**src/inc/csbsu_pkg.sv**
```systemverilog
// csbsu_pkg: constants and types of the codec slot buffer status unit
package csbsu_pkg;
  localparam int          ADDR_W         = 10;
  localparam int          DATA_W         = 16;
  localparam int          NWORDS         = 4;
  // register byte addresses
  localparam logic [9:0]  ADDR_CTRL_ONE  = 10'h240;
  localparam logic [9:0]  ADDR_CTRL_TWO  = 10'h242;
  localparam logic [9:0]  ADDR_STATUS    = 10'h246;
  localparam logic [9:0]  ADDR_TX_ENABLE = 10'h248;
  localparam logic [9:0]  ADDR_RX_ENABLE = 10'h24C;
  localparam logic [9:0]  ADDR_RX_HOLD0  = 10'h250;
  localparam logic [9:0]  ADDR_TX_HOLD0  = 10'h258;
  localparam logic [9:0]  HOLD_STRIDE    = 10'h002;
  // interface_control_one fields
  localparam int          C1_ENABLE      = 15;
  localparam int          C1_IDLE_HALT   = 13;
  localparam int          C1_LOOPBACK    = 11;
  localparam int          C1_CLK_DIR     = 10;
  localparam int          C1_UNF_REPEAT  = 7;
  localparam int          C1_IDLE_OUT    = 6;
  localparam logic [15:0] C1_MASK        = 16'hACC0;
  // interface_control_two fields
  localparam int          C2_BUFFER_LENGTH_SEL_LO     = 10;
  localparam int          C2_FLEN_LO     = 5;
  localparam logic [15:0] C2_MASK        = 16'h0DE0;
  // interface_status_reg fields
  localparam int          ST_SLOT_LO     = 8;
  localparam int          ST_RX_OVF      = 3;
  localparam int          ST_RX_FULL     = 2;
  localparam int          ST_TX_UNF      = 1;
  localparam int          ST_TX_EMPTY    = 0;
  // reset values and slot timing
  localparam logic [15:0] REG_RESET      = 16'h0000;
  localparam logic [3:0]  LAST_BIT       = 4'hF;

  typedef enum logic {FRAME_IDLE, FRAME_ACTIVE} csbsu_frame_type;
endpackage : csbsu_pkg

```
**src/inc/csbsu_link_if.sv**
```systemverilog
// csbsu_link_if: synchronised link events from the front end to the core
`timescale 1ns/1ps
`default_nettype none
interface csbsu_link_if;
  logic bclk_rise;
  logic bclk_fall;
  logic fsync;
  logic sdin;
  modport front (output bclk_rise, output bclk_fall, output fsync, output sdin);
  modport core  (input bclk_rise, input bclk_fall, input fsync, input sdin);
endinterface : csbsu_link_if
`default_nettype wire

```
**src/logic/csbsu_top.sv**
```systemverilog
// csbsu_top: slot engine, buffer exchange and status flags of the codec serial interface
// Operation
// - counter steps once per enabled slot
// - any-direction slot steps; only rx slots store
// - buffer length one to four words
// - match clears counter and swaps shadow/holding
// - one interrupt per buffer exchange
// - tx empty set on swap, cleared on write
// - tx underflow on unrefreshed word, write clears
// - tx underflow ignores words beyond length; any hold write clears tx empty
// - rx full until all used words read
// - rx overflow on unread refill, read clears
// - overflow overwrites old holding word
// - rx flags ignore words beyond length
// - status shows frame slot counter
// - word counter not aligned to frames
// - unused slots drive low by default
// - unused slots float in shared mode
// - loopback feeds output into input path
// - underflow sends zeros when repeat off
// - underflow resends last word when repeat on
// - external clock runs in sleep, wakes
// - tx slot loads shadow word, then steps
// - rx slot stores shift word, then steps
// - stop after last slot until sync
// - halt in idle when select set
//
// Chosen here: the placing of the registers and strobed register access.
`timescale 1ns/1ps
`default_nettype none
module csbsu_top (
  // clock and reset
  input  wire logic        CLOCK,
  input  wire logic        RESET,
  // register port
  input  wire logic [9:0]  REG_ADDR,
  input  wire logic [15:0] REG_WDATA,
  input  wire logic        REG_WR,
  input  wire logic        REG_RD,
  output logic      [15:0] REG_RDATA,
  // serial link
  input  wire logic        BIT_CLOCK_LINE,
  input  wire logic        FRAME_SYNC_LINE,
  input  wire logic        SERIAL_DATA_IN,
  output logic             SERIAL_DATA_OUT,
  output logic             SERIAL_DATA_OUT_OE,
  // processor power state
  input  wire logic        CPU_IDLE,
  input  wire logic        CPU_SLEEP,
  // events
  output logic             BUFFER_IRQ,
  output logic             WAKE_IRQ
);
  csbsu_link_if link ();

  csbsu_front u_front (
    .clk             (CLOCK),
    .rst             (RESET),
    .bit_clock_line  (BIT_CLOCK_LINE),
    .frame_sync_line (FRAME_SYNC_LINE),
    .serial_data_in  (SERIAL_DATA_IN),
    .lnk             (link.front)
  );

  logic [15:0]                ctrl_one_r;
  logic [15:0]                ctrl_two_r;
  logic [15:0]                tx_enable_r;
  logic [15:0]                rx_enable_r;
  logic [1:0]                 wcnt_r;
  logic [3:0]                 slot_r;
  logic [3:0]                 bit_r;
  csbsu_pkg::csbsu_frame_type frame_r;
  logic [15:0]                tx_shift_r;
  logic [15:0]                rx_shift_r;
  logic                       sdo_r;
  logic                       sdo_oe_r;
  logic                       irq_r;
  logic                       wake_r;
  logic                       tx_empty_r;
  logic [15:0]                rdata_r;
  logic [15:0]                rdata_nxt;
  wire  [15:0]                tx_hold_w   [4];
  wire  [15:0]                tx_shadow_w [4];
  wire  [15:0]                rx_hold_w   [4];
  wire  [3:0]                 tx_wr_hit;
  wire  [3:0]                 rx_rd_hit;
  wire  [3:0]                 in_use;
  wire  [3:0]                 tx_unf_w;
  wire  [3:0]                 rx_new_w;
  wire  [3:0]                 rx_ovf_w;

  function automatic logic hold_hit(input logic [9:0] addr, input logic [9:0] base,
                                    input int idx);
    hold_hit = (addr == base + 10'(idx) * csbsu_pkg::HOLD_STRIDE);
  endfunction : hold_hit

  // control decode
  wire       enable      = ctrl_one_r[csbsu_pkg::C1_ENABLE];
  wire       idle_halt   = ctrl_one_r[csbsu_pkg::C1_IDLE_HALT];
  wire       loopback    = ctrl_one_r[csbsu_pkg::C1_LOOPBACK];
  wire       clk_dir     = ctrl_one_r[csbsu_pkg::C1_CLK_DIR];
  wire       unf_repeat  = ctrl_one_r[csbsu_pkg::C1_UNF_REPEAT];
  wire       idle_out    = ctrl_one_r[csbsu_pkg::C1_IDLE_OUT];
  wire [1:0] buffer_length_sel        = ctrl_two_r[csbsu_pkg::C2_BUFFER_LENGTH_SEL_LO +: 2];
  wire [3:0] flen        = ctrl_two_r[csbsu_pkg::C2_FLEN_LO +: 4];
  // halted in idle when selected, and in sleep unless the bit clock is external
  wire       run         = enable & ~(CPU_IDLE & idle_halt) & ~(CPU_SLEEP & ~clk_dir);
  wire       rise        = link.bclk_rise & run;
  wire       fall        = link.bclk_fall & run;

  // slot engine decode
  wire        active      = (frame_r == csbsu_pkg::FRAME_ACTIVE);
  wire        cur_tx      = tx_enable_r[slot_r];
  wire        cur_rx      = rx_enable_r[slot_r];
  wire        first_bit   = (bit_r == 4'h0);
  wire        last_slot   = (slot_r == flen);
  wire        frame_start = fall & ~active & link.fsync;
  wire        slot_end    = fall & active & (bit_r == csbsu_pkg::LAST_BIT);
  wire        advance     = slot_end & (cur_tx | cur_rx);
  wire        swap        = advance & (wcnt_r == buffer_length_sel);
  wire        rx_store    = slot_end & cur_rx;
  wire        din         = loopback ? sdo_r : link.sdin;
  wire [15:0] rx_word     = {rx_shift_r[14:0], din};
  wire        unf_zero    = tx_unf_w[wcnt_r] & ~unf_repeat;
  wire [15:0] tx_word     = unf_zero ? 16'h0000 : tx_shadow_w[wcnt_r];
  wire        tx_live     = active & cur_tx;
  wire [15:0] tx_src      = first_bit ? tx_word : tx_shift_r;
  wire        tx_bit      = tx_live & tx_src[15];
  wire        tx_drive    = tx_live | ~idle_out;
  wire        tx_msb      = tx_word[15];
  wire        tx_wr_any   = |tx_wr_hit;

  // status flags; the per-word flags are masked to the words in use, tx empty is not
  wire        tx_unf_flag = |(tx_unf_w & in_use);
  wire        rx_full     = |(rx_new_w & in_use);
  wire        rx_ovf_flag = |(rx_ovf_w & in_use);
  wire [15:0] status_w    = (16'(slot_r) << csbsu_pkg::ST_SLOT_LO)
                          | (16'(rx_ovf_flag) << csbsu_pkg::ST_RX_OVF)
                          | (16'(rx_full) << csbsu_pkg::ST_RX_FULL)
                          | (16'(tx_unf_flag) << csbsu_pkg::ST_TX_UNF)
                          | (16'(tx_empty_r) << csbsu_pkg::ST_TX_EMPTY);

  // frame and slot counters; a sync seen mid-frame is ignored
  always_ff @(posedge CLOCK) begin
    if (RESET) begin
      frame_r <= csbsu_pkg::FRAME_IDLE;
      slot_r  <= 4'h0;
      bit_r   <= 4'h0;
    end else if (frame_start) begin
      frame_r <= csbsu_pkg::FRAME_ACTIVE;
      slot_r  <= 4'h0;
      bit_r   <= 4'h0;
    end else if (fall && active) begin
      bit_r <= bit_r + 4'h1;
      if (slot_end) begin
        slot_r <= slot_r + 4'h1;
        if (last_slot) frame_r <= csbsu_pkg::FRAME_IDLE;
      end
    end
  end

  // transmit side changes on the rising bit clock edge
  always_ff @(posedge CLOCK) begin
    if (RESET) begin
      sdo_r      <= 1'b0;
      sdo_oe_r   <= 1'b1;
      tx_shift_r <= 16'h0000;
    end else if (rise) begin
      sdo_r      <= tx_bit;
      sdo_oe_r   <= tx_drive;
      tx_shift_r <= {tx_src[14:0], 1'b0};
    end
  end

  // receive side samples on the falling bit clock edge
  always_ff @(posedge CLOCK) begin
    if (RESET) rx_shift_r <= 16'h0000;
    else if (fall && active) rx_shift_r <= rx_word;
  end

  // word counter runs across frame boundaries
  always_ff @(posedge CLOCK) begin
    if (RESET) wcnt_r <= 2'h0;
    else if (swap) wcnt_r <= 2'h0;
    else if (advance) wcnt_r <= wcnt_r + 2'h1;
  end

  // exchange events
  always_ff @(posedge CLOCK) begin
    if (RESET) begin
      irq_r      <= 1'b0;
      wake_r     <= 1'b0;
      tx_empty_r <= 1'b0;
    end else begin
      irq_r      <= swap;
      wake_r     <= swap & CPU_SLEEP & clk_dir;
      tx_empty_r <= swap | (tx_empty_r & ~tx_wr_any);
    end
  end

  // per-word holding, shadow and flag state
  for (genvar i = 0; i < csbsu_pkg::NWORDS; i++) begin : g_loc
    logic [15:0] tx_hold_r;
    logic [15:0] tx_shadow_r;
    logic [15:0] rx_hold_r;
    logic [15:0] rx_shadow_r;
    logic        tx_written_r;
    logic        tx_unf_r;
    logic        rx_new_r;
    logic        rx_ovf_r;
    wire         here      = (wcnt_r == 2'(i));
    wire  [15:0] rx_fresh  = (rx_store && here) ? rx_word : rx_shadow_r;
    wire         unf_set   = swap & in_use[i] & ~tx_written_r;
    wire         new_set   = swap & in_use[i];
    wire         ovf_set   = new_set & rx_new_r & ~rx_rd_hit[i];

    assign tx_wr_hit[i]   = REG_WR && hold_hit(REG_ADDR, csbsu_pkg::ADDR_TX_HOLD0, i);
    assign rx_rd_hit[i]   = REG_RD && hold_hit(REG_ADDR, csbsu_pkg::ADDR_RX_HOLD0, i);
    assign in_use[i]      = (2'(i) <= buffer_length_sel);
    assign tx_hold_w[i]   = tx_hold_r;
    assign tx_shadow_w[i] = tx_shadow_r;
    assign rx_hold_w[i]   = rx_hold_r;
    assign tx_unf_w[i]    = tx_unf_r;
    assign rx_new_w[i]    = rx_new_r;
    assign rx_ovf_w[i]    = rx_ovf_r;

    always_ff @(posedge CLOCK) begin
      if (RESET) begin
        tx_hold_r    <= csbsu_pkg::REG_RESET;
        tx_shadow_r  <= 16'h0000;
        rx_hold_r    <= csbsu_pkg::REG_RESET;
        rx_shadow_r  <= 16'h0000;
        tx_written_r <= 1'b0;
        tx_unf_r     <= 1'b0;
        rx_new_r     <= 1'b0;
        rx_ovf_r     <= 1'b0;
      end else begin
        if (tx_wr_hit[i]) tx_hold_r <= REG_WDATA;
        if (swap) tx_shadow_r <= tx_hold_r;
        if (rx_store && here) rx_shadow_r <= rx_word;
        if (swap) rx_hold_r <= rx_fresh;
        tx_written_r <= tx_wr_hit[i] | (tx_written_r & ~swap);
        tx_unf_r     <= unf_set | (tx_unf_r & ~tx_wr_hit[i]);
        rx_new_r     <= new_set | (rx_new_r & ~rx_rd_hit[i]);
        rx_ovf_r     <= ovf_set | (rx_ovf_r & ~rx_rd_hit[i]);
      end
    end
  end

  // register writes
  always_ff @(posedge CLOCK) begin
    if (RESET) begin
      ctrl_one_r  <= csbsu_pkg::REG_RESET;
      ctrl_two_r  <= csbsu_pkg::REG_RESET;
      tx_enable_r <= csbsu_pkg::REG_RESET;
      rx_enable_r <= csbsu_pkg::REG_RESET;
    end else if (REG_WR) begin
      case (REG_ADDR)
        csbsu_pkg::ADDR_CTRL_ONE:  ctrl_one_r  <= REG_WDATA & csbsu_pkg::C1_MASK;
        csbsu_pkg::ADDR_CTRL_TWO:  ctrl_two_r  <= REG_WDATA & csbsu_pkg::C2_MASK;
        csbsu_pkg::ADDR_TX_ENABLE: tx_enable_r <= REG_WDATA;
        csbsu_pkg::ADDR_RX_ENABLE: rx_enable_r <= REG_WDATA;
        default: ;
      endcase
    end
  end

  // register reads; unmapped addresses read zero
  always_comb begin
    rdata_nxt = 16'h0000;
    case (REG_ADDR)
      csbsu_pkg::ADDR_CTRL_ONE:  rdata_nxt = ctrl_one_r;
      csbsu_pkg::ADDR_CTRL_TWO:  rdata_nxt = ctrl_two_r;
      csbsu_pkg::ADDR_STATUS:    rdata_nxt = status_w;
      csbsu_pkg::ADDR_TX_ENABLE: rdata_nxt = tx_enable_r;
      csbsu_pkg::ADDR_RX_ENABLE: rdata_nxt = rx_enable_r;
      default: begin
        for (int k = 0; k < csbsu_pkg::NWORDS; k++) begin
          if (hold_hit(REG_ADDR, csbsu_pkg::ADDR_RX_HOLD0, k)) rdata_nxt = rx_hold_w[k];
          if (hold_hit(REG_ADDR, csbsu_pkg::ADDR_TX_HOLD0, k)) rdata_nxt = tx_hold_w[k];
        end
      end
    endcase
  end

  always_ff @(posedge CLOCK) begin
    if (RESET) rdata_r <= 16'h0000;
    else rdata_r <= REG_RD ? rdata_nxt : 16'h0000;
  end

  assign REG_RDATA          = rdata_r;
  assign SERIAL_DATA_OUT    = sdo_r;
  assign SERIAL_DATA_OUT_OE = sdo_oe_r;
  assign BUFFER_IRQ         = irq_r;
  assign WAKE_IRQ           = wake_r;
endmodule : csbsu_top
`default_nettype wire

```
**src/logic/csbsu_front.sv**
```systemverilog
// csbsu_front: synchronisers and bit clock edge detection for the serial link
`timescale 1ns/1ps
`default_nettype none
module csbsu_front (
  // clock and reset
  input  wire logic   clk,
  input  wire logic   rst,
  // raw link pins
  input  wire logic   bit_clock_line,
  input  wire logic   frame_sync_line,
  input  wire logic   serial_data_in,
  // events to the core
  csbsu_link_if.front lnk
);
  logic [2:0] meta_r;
  logic [2:0] sync_r;
  logic       bclk_d_r;

  always_ff @(posedge clk) begin
    if (rst) begin
      meta_r   <= 3'h0;
      sync_r   <= 3'h0;
      bclk_d_r <= 1'b0;
    end else begin
      meta_r   <= {serial_data_in, frame_sync_line, bit_clock_line};
      sync_r   <= meta_r;
      bclk_d_r <= sync_r[0];
    end
  end

  // edges are found on the second stage only
  assign lnk.bclk_rise = sync_r[0] & ~bclk_d_r;
  assign lnk.bclk_fall = ~sync_r[0] & bclk_d_r;
  assign lnk.fsync     = sync_r[1];
  assign lnk.sdin      = sync_r[2];
endmodule : csbsu_front
`default_nettype wire

```
**config.mk**
```make
export PLATFORM = sky130hd
export DESIGN_NAME = csbsu_top
export DESIGN_NICKNAME = d
export VERILOG_FILES = /design/src/inc/csbsu_pkg.sv /design/src/inc/csbsu_link_if.sv /design/src/logic/csbsu_top.sv /design/src/logic/csbsu_front.sv
export SDC_FILE = /design/constraint.sdc
export NUM_CORES = 1
export LEC_CHECK = 0
export BUFFER_PORTS_ARGS = -buffer_cell sky130_fd_sc_hd__buf_2
export CELL_PAD_IN_SITES_DETAIL_PLACEMENT = 1
export CELL_PAD_IN_SITES_GLOBAL_PLACEMENT = 1
export CORE_MARGIN = 2
export CORE_UTILIZATION = 45
export CTS_CLUSTER_DIAMETER = 100
export DETAILED_ROUTE_END_ITERATION = 8
export GPL_TIMING_DRIVEN = 0
export MAX_ROUTING_LAYER = met4
export PLACE_DENSITY = 0.74
export RECOVER_POWER = 50
export SLEW_MARGIN = 20
export SYNTH_ARGS = -nofsm -noshare
export SYNTH_HDL_FRONTEND = slang
export SYNTH_SLANG_ARGS = --single-unit
```
**constraint.sdc**
```tcl
create_clock -name CLOCK -period 5.2 [get_ports CLOCK]
set_clock_uncertainty 0.1 [all_clocks]
set_input_delay 1.04 -clock CLOCK [delete_from_list [all_inputs] [get_ports CLOCK]]
set_output_delay 1.04 -clock CLOCK [all_outputs]
set_load 0.05 [all_outputs]
```
==> results.sh, run 1 <==
export IMPL_status="complete, but fails checks"
export IMPL_violations="max-capacitance violations, max-slew violations"
export IMPL_antenna_found_initial=0
export IMPL_dp_cells=2380
export IMPL_die_area_um2=37440
export IMPL_drive_above_1_share_pct=8.090
export IMPL_synth_seq_cells=385
export IMPL_crit_chain="buf_2 -> nor4b_1 -> nand2_1 -> nor3_1 -> nand2_1 -> clkbuf_1 -> nand3_1 -> o21ai_0"
export IMPL_hold_path_class="reg -> reg"
export IMPL_min_period_ns=4.476
export IMPL_post_dp_hpwl_um=53880
export IMPL_yosysUniqueCellTypes=63
export IMPL_routed_wl_um=70260
export IMPL_critPathArrivalTime_ns=4.83
export IMPL_grt_first_pass_wirelength_um=101500
export IMPL_powerDensity_nw_per_um2=338.9
export IMPL_start_util_pct=45.54
export IMPL_boundaryPins=55
export IMPL_final_cells=2451
export IMPL_crit_path_top_delay_cell="nor3_1"
export IMPL_start_kind="input pin"
export IMPL_n_antenna_cell=0
export IMPL_critPathMaxStageDelay_ns=1.27
export IMPL_crit_buf_inv=2
export IMPL_die_w_um=193.5
export IMPL_rsz0062_at_grt="false"
export IMPL_num_rows=69
export IMPL_p_leak_nw=5.999
export IMPL_ir_worst_vdd_mv=0.2918
export IMPL_path_clk_slew_ns=0.06
export IMPL_setup_violations=0
export IMPL_hold_viol_final=0
export IMPL_layout_commonest_cell="dfxtp_1"
export IMPL_final_design_area_no_fill_um2=18220
export IMPL_yosysTopAreaCellShare_pct=47.69
export IMPL_avgSynthCellArea_um2=8.628
export IMPL_yosysWarnings=0
export IMPL_overflow=0
export IMPL_maxCapViolCount=2
export IMPL_numCtsBuffers=42
export IMPL_holdBufCountCts=0
export IMPL_whs_ns=0.3411
export IMPL_root_buffer="clkbuf_16"
export IMPL_fmax_mhz=223.4
export IMPL_critPathTopFamily="simple AND/OR/NAND/NOR gates"
export IMPL_fin_nets=2005
export IMPL_synthTopCellsByArea="dfxtp_1 48%, a21oi_1 8.5%, nand2_1 8.3%, mux2i_1 6.8%, mux4_2 3.8%"
export IMPL_crit_top_cell="nand2_1"
export IMPL_grt_max_degree=14
export IMPL_dr_total_vias=15050
export IMPL_cts_sinks=385
export IMPL_fp_dieH_um=193.5
export IMPL_relSlewSlack_pct=-0.9278
export IMPL_ctsResizeCount=0
export IMPL_htree_levels=2
export IMPL_end_kind="flop"
export IMPL_netlist_area_um2=16160
export IMPL_synthesis_nets=1915
export IMPL_drv_slew=11
export IMPL_drtPass1Iterations=5
export IMPL_grt_pass1_vias=15170
export IMPL_cts_tree="built"
export IMPL_place_area_um2=16980
export IMPL_cts_path_max_buffers=3
export IMPL_drt_iter0_drc=1250
export IMPL_drc=0
export IMPL_ys_seq_area_share_pct=47.69
export IMPL_clkLatencyLatePin_ns=0.58
export IMPL_core_area_um2=35480
export IMPL_gp_congestion=1.001
export IMPL_synthArstFlopShare_pct=0
export IMPL_syn2layout_area_growth_pct=12.74
export IMPL_numPortBuffers=46
export IMPL_criticalPathCategory="in -> reg"
export IMPL_setup_tns_ns=0
export IMPL_finalCritPeriodShare_pct=86.08
export IMPL_via_per_inst=6.141
export IMPL_syn_inst=1873
export IMPL_postCtsSetupBuffers=0
export IMPL_layout_common_cells="385 x dfxtp_1, 359 x nand2_1, 276 x a21oi_1"
export IMPL_grt_total_usage_pct=38.20
export IMPL_worst_slew_pin_transition_ns=1.502
export IMPL_synth_top_area_cell="dfxtp_1"
export IMPL_routedWlPerCell_um=28.67
export IMPL_ant_nets=0
export IMPL_crit_required_ns=5.55
export IMPL_path_max_fanout=10
export IMPL_synth_edf_count=0
export IMPL_ys_flop_type="dfxtp_1"
-- state kept, by name, indices dropped and copies added, names as in the netlist, 6 cells and up --
signal / cells
g_loc.rx_hold_r: 64
g_loc.rx_shadow_r: 64
g_loc.tx_hold_r: 64
g_loc.tx_shadow_r: 64
REG_RDATA: 16
rx_enable_r: 16
tx_enable_r: 16
rx_shift_r: 15
tx_shift_r: 15
ctrl_one_r: 6
ctrl_two_r: 6
-- worst reg2reg max path, cell delays in order (launching register included) --
cell and delay, ns:
dfxtp_1 0.35, buf_6 0.16, clkbuf_1 0.56, nor2b_1 0.11
a2111oi_0 1.05, a211oi_1 0.33, o311a_1 0.39, clkbuf_1 0.43
clkbuf_1 0.47, o21ai_0 0.31, a21oi_1 0.07
-- layout make-up --
cell class              instances  area, µm²
plain buffers                 150      669.4
well taps                     461      576.8
flip-flops and latches        385       7707
fillers                      4248      17260
repair buffers                 46      203.9
multi-input cells            1316       7642
clock inverters                14      170.2
clock buffers                  57       1167
inverters                      22      82.58
-- path summary, 6_finish.rpt --
| path | startpoint | endpoint | slack [ns] | cells after the start |
|---|---|---|---|---|
| max | REG_ADDR[8] | g_loc[3].tx_unf_r | 0.72 | 8 |
| min | u_front.meta_r[1] | u_front.sync_r[1] | 0.34 | 1 |
| max reg2reg | slot_r[0] | g_loc[3].rx_hold_r[14] | 0.76 | 10 |
| min reg2reg | u_front.meta_r[1] | u_front.sync_r[1] | 0.34 | 1 |
-- report_power, final --
group	switching, W	internal, W
registers	0.00000119	0.00295
logic	0.000210	0.0000493
clock network	0.00124	0.00172
total	0.00145	0.00472
-- kinds of logic (layout without fill, tap and decap cells) --
| group | count (synthesis) | after routing | share of synthesized area (%) |
|---|---|---|---|
| xor+xnor | 12 | 12 | 0.6504 |
| compound gates | 496 | 496 | 17.97 |
| buf+inv | 172 | 289 | 4.793 |
| simple gates | 656 | 656 | 17.03 |
| mux | 145 | 145 | 11.32 |
| fa+ha+maj | 7 | 7 | 0.5419 |
| flops | 385 | 385 | 47.69 |
-- Yosys cell counts, drive strengths merged (7+ instances only) --
cell    count
nand2b     22
a21oi     279
a221oi     10
nor2      158
o21ai      95
and3        9
dfxtp     385
a311oi     16
nor2b      12
o22ai      16
inv        22
nor3       20
buf        45
nand3      52
mux2i     110
ha          7
a31oi      12
clkbuf    105
o221ai      7
mux4       29
xor2        8
nand2     361
a211oi     14
-- stage by stage --
step | setup WS (ns) | utilization (%) | power, W
detailed placement | 0.4865 | 47.85 | 0.003266
finish | 0.7238 | 51.35 | 0.006174
CTS | 1.101 | 51.62 | 0.006200
global route | 0.5743 | 51.35 | 0.006326
global placement | 0.5107 | 47.82 | 0.003264
floorplan | 1.968 | - | 0.003139
-- layer usage --
metal  global-route usage (%)  up-vias  share of wire (%)
met5                        -        -                  0
met4                    17.70        0                5.1
met3                    7.008      151                7.6
met2                    58.41      604                 45
met1                    49.16     7607                 42
li1                         -     6689                  -
Power figures use the tool's default switching activity.
==> run 2, diff against run 1 <==
--- a/config.mk
+++ b/config.mk
@@ -13,7 +13,6 @@
 export CTS_CLUSTER_DIAMETER = 100
 export DETAILED_ROUTE_END_ITERATION = 8
 export GPL_TIMING_DRIVEN = 0
-export MAX_ROUTING_LAYER = met4
 export PLACE_DENSITY = 0.74
 export RECOVER_POWER = 50
 export SLEW_MARGIN = 20
==> constraint.sdc (replaced) <==
create_clock -name CLOCK -period 5.2 [get_ports CLOCK]
set_clock_uncertainty 0.1 [all_clocks]
set_input_delay 1.04 -clock CLOCK [delete_from_list [all_inputs] [get_ports CLOCK]]
set_output_delay 1.04 -clock CLOCK [all_outputs]
set_load 0.1 [all_outputs]
==> run 2 against run 1 <==
The flow still finishes with violations (max-capacitance violations, max-slew violations). Clock power is 1% lower. Worst hold slack better by 0.0063 ns. Wire length is 0.23% lower. Critical endpoint unchanged.
==> results.sh, run 2 (synthesized netlist as in run 1, its figures left out) <==
export IMPL_syn2layout_area_growth_pct=12.44
export IMPL_start_kind="input pin"
export IMPL_p_leak_nw=5.976
export IMPL_post_dp_hpwl_um=53540
export IMPL_drv_slew=9
export IMPL_place_area_um2=16980
export IMPL_clkLatencyLatePin_ns=0.60
export IMPL_min_period_ns=4.421
export IMPL_drtPass1Iterations=5
export IMPL_gp_congestion=0.9931
export IMPL_grt_busiest_layer="met2"
export IMPL_root_buffer="clkbuf_16"
export IMPL_routedWlPerCell_um=28.52
export IMPL_via_per_inst=6.174
export IMPL_whs_ns=0.3473
export IMPL_path_clk_slew_ns=0.06
export IMPL_dr_total_vias=15180
export IMPL_crit_required_ns=5.57
export IMPL_min_from="u_front.meta_r[1]"
export IMPL_holdBufCountCts=0
export IMPL_numCtsBuffers=43
export IMPL_hold_path_class="reg -> reg"
export IMPL_timing_rr_start="slot_r[0]"
export IMPL_setup_tns_ns=0
export IMPL_drt_iter0_drc=1388
export IMPL_cts_sinks=385
export IMPL_crit_path_top_delay_cell="nor3_1"
export IMPL_final_design_area_no_fill_um2=18170
export IMPL_numPortBuffers=46
export IMPL_path_max_fanout=10
export IMPL_critPathMaxStageDelay_ns=1.16
export IMPL_grt_total_usage_pct=36.94
export IMPL_ant_nets=0
export IMPL_die_w_um=193.5
export IMPL_routed_wl_um=70100
export IMPL_boundaryPins=55
export IMPL_relSlewSlack_pct=-4.377
export IMPL_gr_usage_met3_pct=6.172
export IMPL_hold_viol_final=0
export IMPL_antenna_found_initial=2
export IMPL_cts_tree="built"
export IMPL_crit_buf_inv=2
export IMPL_utilization_pct=51.21
export IMPL_fin_nets=2006
export IMPL_critPathArrivalTime_ns=4.79
export IMPL_postCtsSetupBuffers=0
export IMPL_end_kind="flop"
export IMPL_powerDensity_nw_per_um2=337.9
export IMPL_maxCapViolCount=2
export IMPL_cts_path_max_buffers=3
export IMPL_grt_first_pass_wirelength_um=101300
export IMPL_violations="max-capacitance violations, max-slew violations"
export IMPL_ir_worst_vdd_mv=0.3514
export IMPL_met1_usage_pct=50.30
export IMPL_total_power_w=0.006141
export IMPL_critPathTopFamily="simple AND/OR/NAND/NOR gates"
export IMPL_layout_commonest_cell="dfxtp_1"
export IMPL_crit_chain="buf_2 -> nor4b_1 -> nand2_1 -> nor3_1 -> nand2_1 -> clkbuf_1 -> nand3_1 -> o21ai_0"
export IMPL_criticalPathCategory="in -> reg"
export IMPL_layout_area_seq_um2=7707
export IMPL_drc=0
export IMPL_multi_input_area_um2=7627
export IMPL_overflow=0
export IMPL_drive_above_1_share_pct=7.816
export IMPL_rsz0062_at_grt="false"
export IMPL_worst_slew_pin_transition_ns=1.554
export IMPL_met2_usage_pct=58.13
export IMPL_status="complete, but fails checks"
export IMPL_crit_top_cell="nand2_1"
export IMPL_layout_common_cells="385 x dfxtp_1, 359 x nand2_1, 276 x a21oi_1"
export IMPL_grt_max_degree=13
export IMPL_crit_start="REG_ADDR[8]"
export IMPL_core_area_um2=35480
export IMPL_setup_violations=0
export IMPL_ctsResizeCount=0
export IMPL_finalCritPeriodShare_pct=85.01
export IMPL_fmax_mhz=226.2
export IMPL_num_rows=69
export IMPL_grt_pass1_vias=15040
export IMPL_nFillCells=4274
export IMPL_die_area_um2=37440
export IMPL_htree_levels=2
export IMPL_fp_dieH_um=193.5
export IMPL_start_util_pct=45.54
run 2: worst paths after layout:
check	endpoint	slack (ns)	depth (start not counted)
worst max-delay path	g_loc[3].tx_unf_r	0.78	8
worst max register to register	g_loc[0].tx_shadow_r[0]	0.90	9
worst min register to register	u_front.sync_r[1]	0.35	1
worst min-delay path	u_front.sync_r[1]	0.35	1
run 2: cell type report:
type	count	share of cell area [%]
flip-flops and latches	385	42.42
multi-input cells	1316	41.97
clock buffers	67	6.803
plain buffers	150	3.546
well taps	461	3.174
repair buffers	46	1.122
clock inverters	10	0.4958
inverters	22	0.4545
diodes	1	0.01377
run 2: per-stage QoR:
stage | worst slack (ns) | cells
after global routing | 0.6960 | 2457
after detailed placement | 0.5354 | 2380
after CTS | 1.136 | 2457
final | 0.7793 | 2458
after global placement | 0.5717 | 2380
after floorplan | 1.968 | 1873
run 2: worst register-to-register path, stage by stage (launching register included):
cell	delay [ns]
dfxtp_1	0.35
buf_6	0.16
buf_4	0.23
nor2b_1	0.07
a2111oi_0	1.00
a211oi_1	0.28
o311ai_2	1.27
clkbuf_1	0.50
nand2_1	0.11
a21oi_1	0.16
run 2: power by group:
group          total [W]  internal (W)  switching (W)  leakage, nW
combinational   0.000262     0.0000494       0.000213         2.23
clock            0.00292       0.00164        0.00128        0.647
sequential       0.00295       0.00295     0.00000123         3.10
run 2: metal layers:
| layer | up-vias | routed length, µm |
|---|---|---|
| met5 | - | 0 |
| met4 | 0 | 3286 |
| met3 | 161 | 5337 |
| met2 | 679 | 31730 |
| met1 | 7640 | 29750 |
| li1 | 6696 | - |
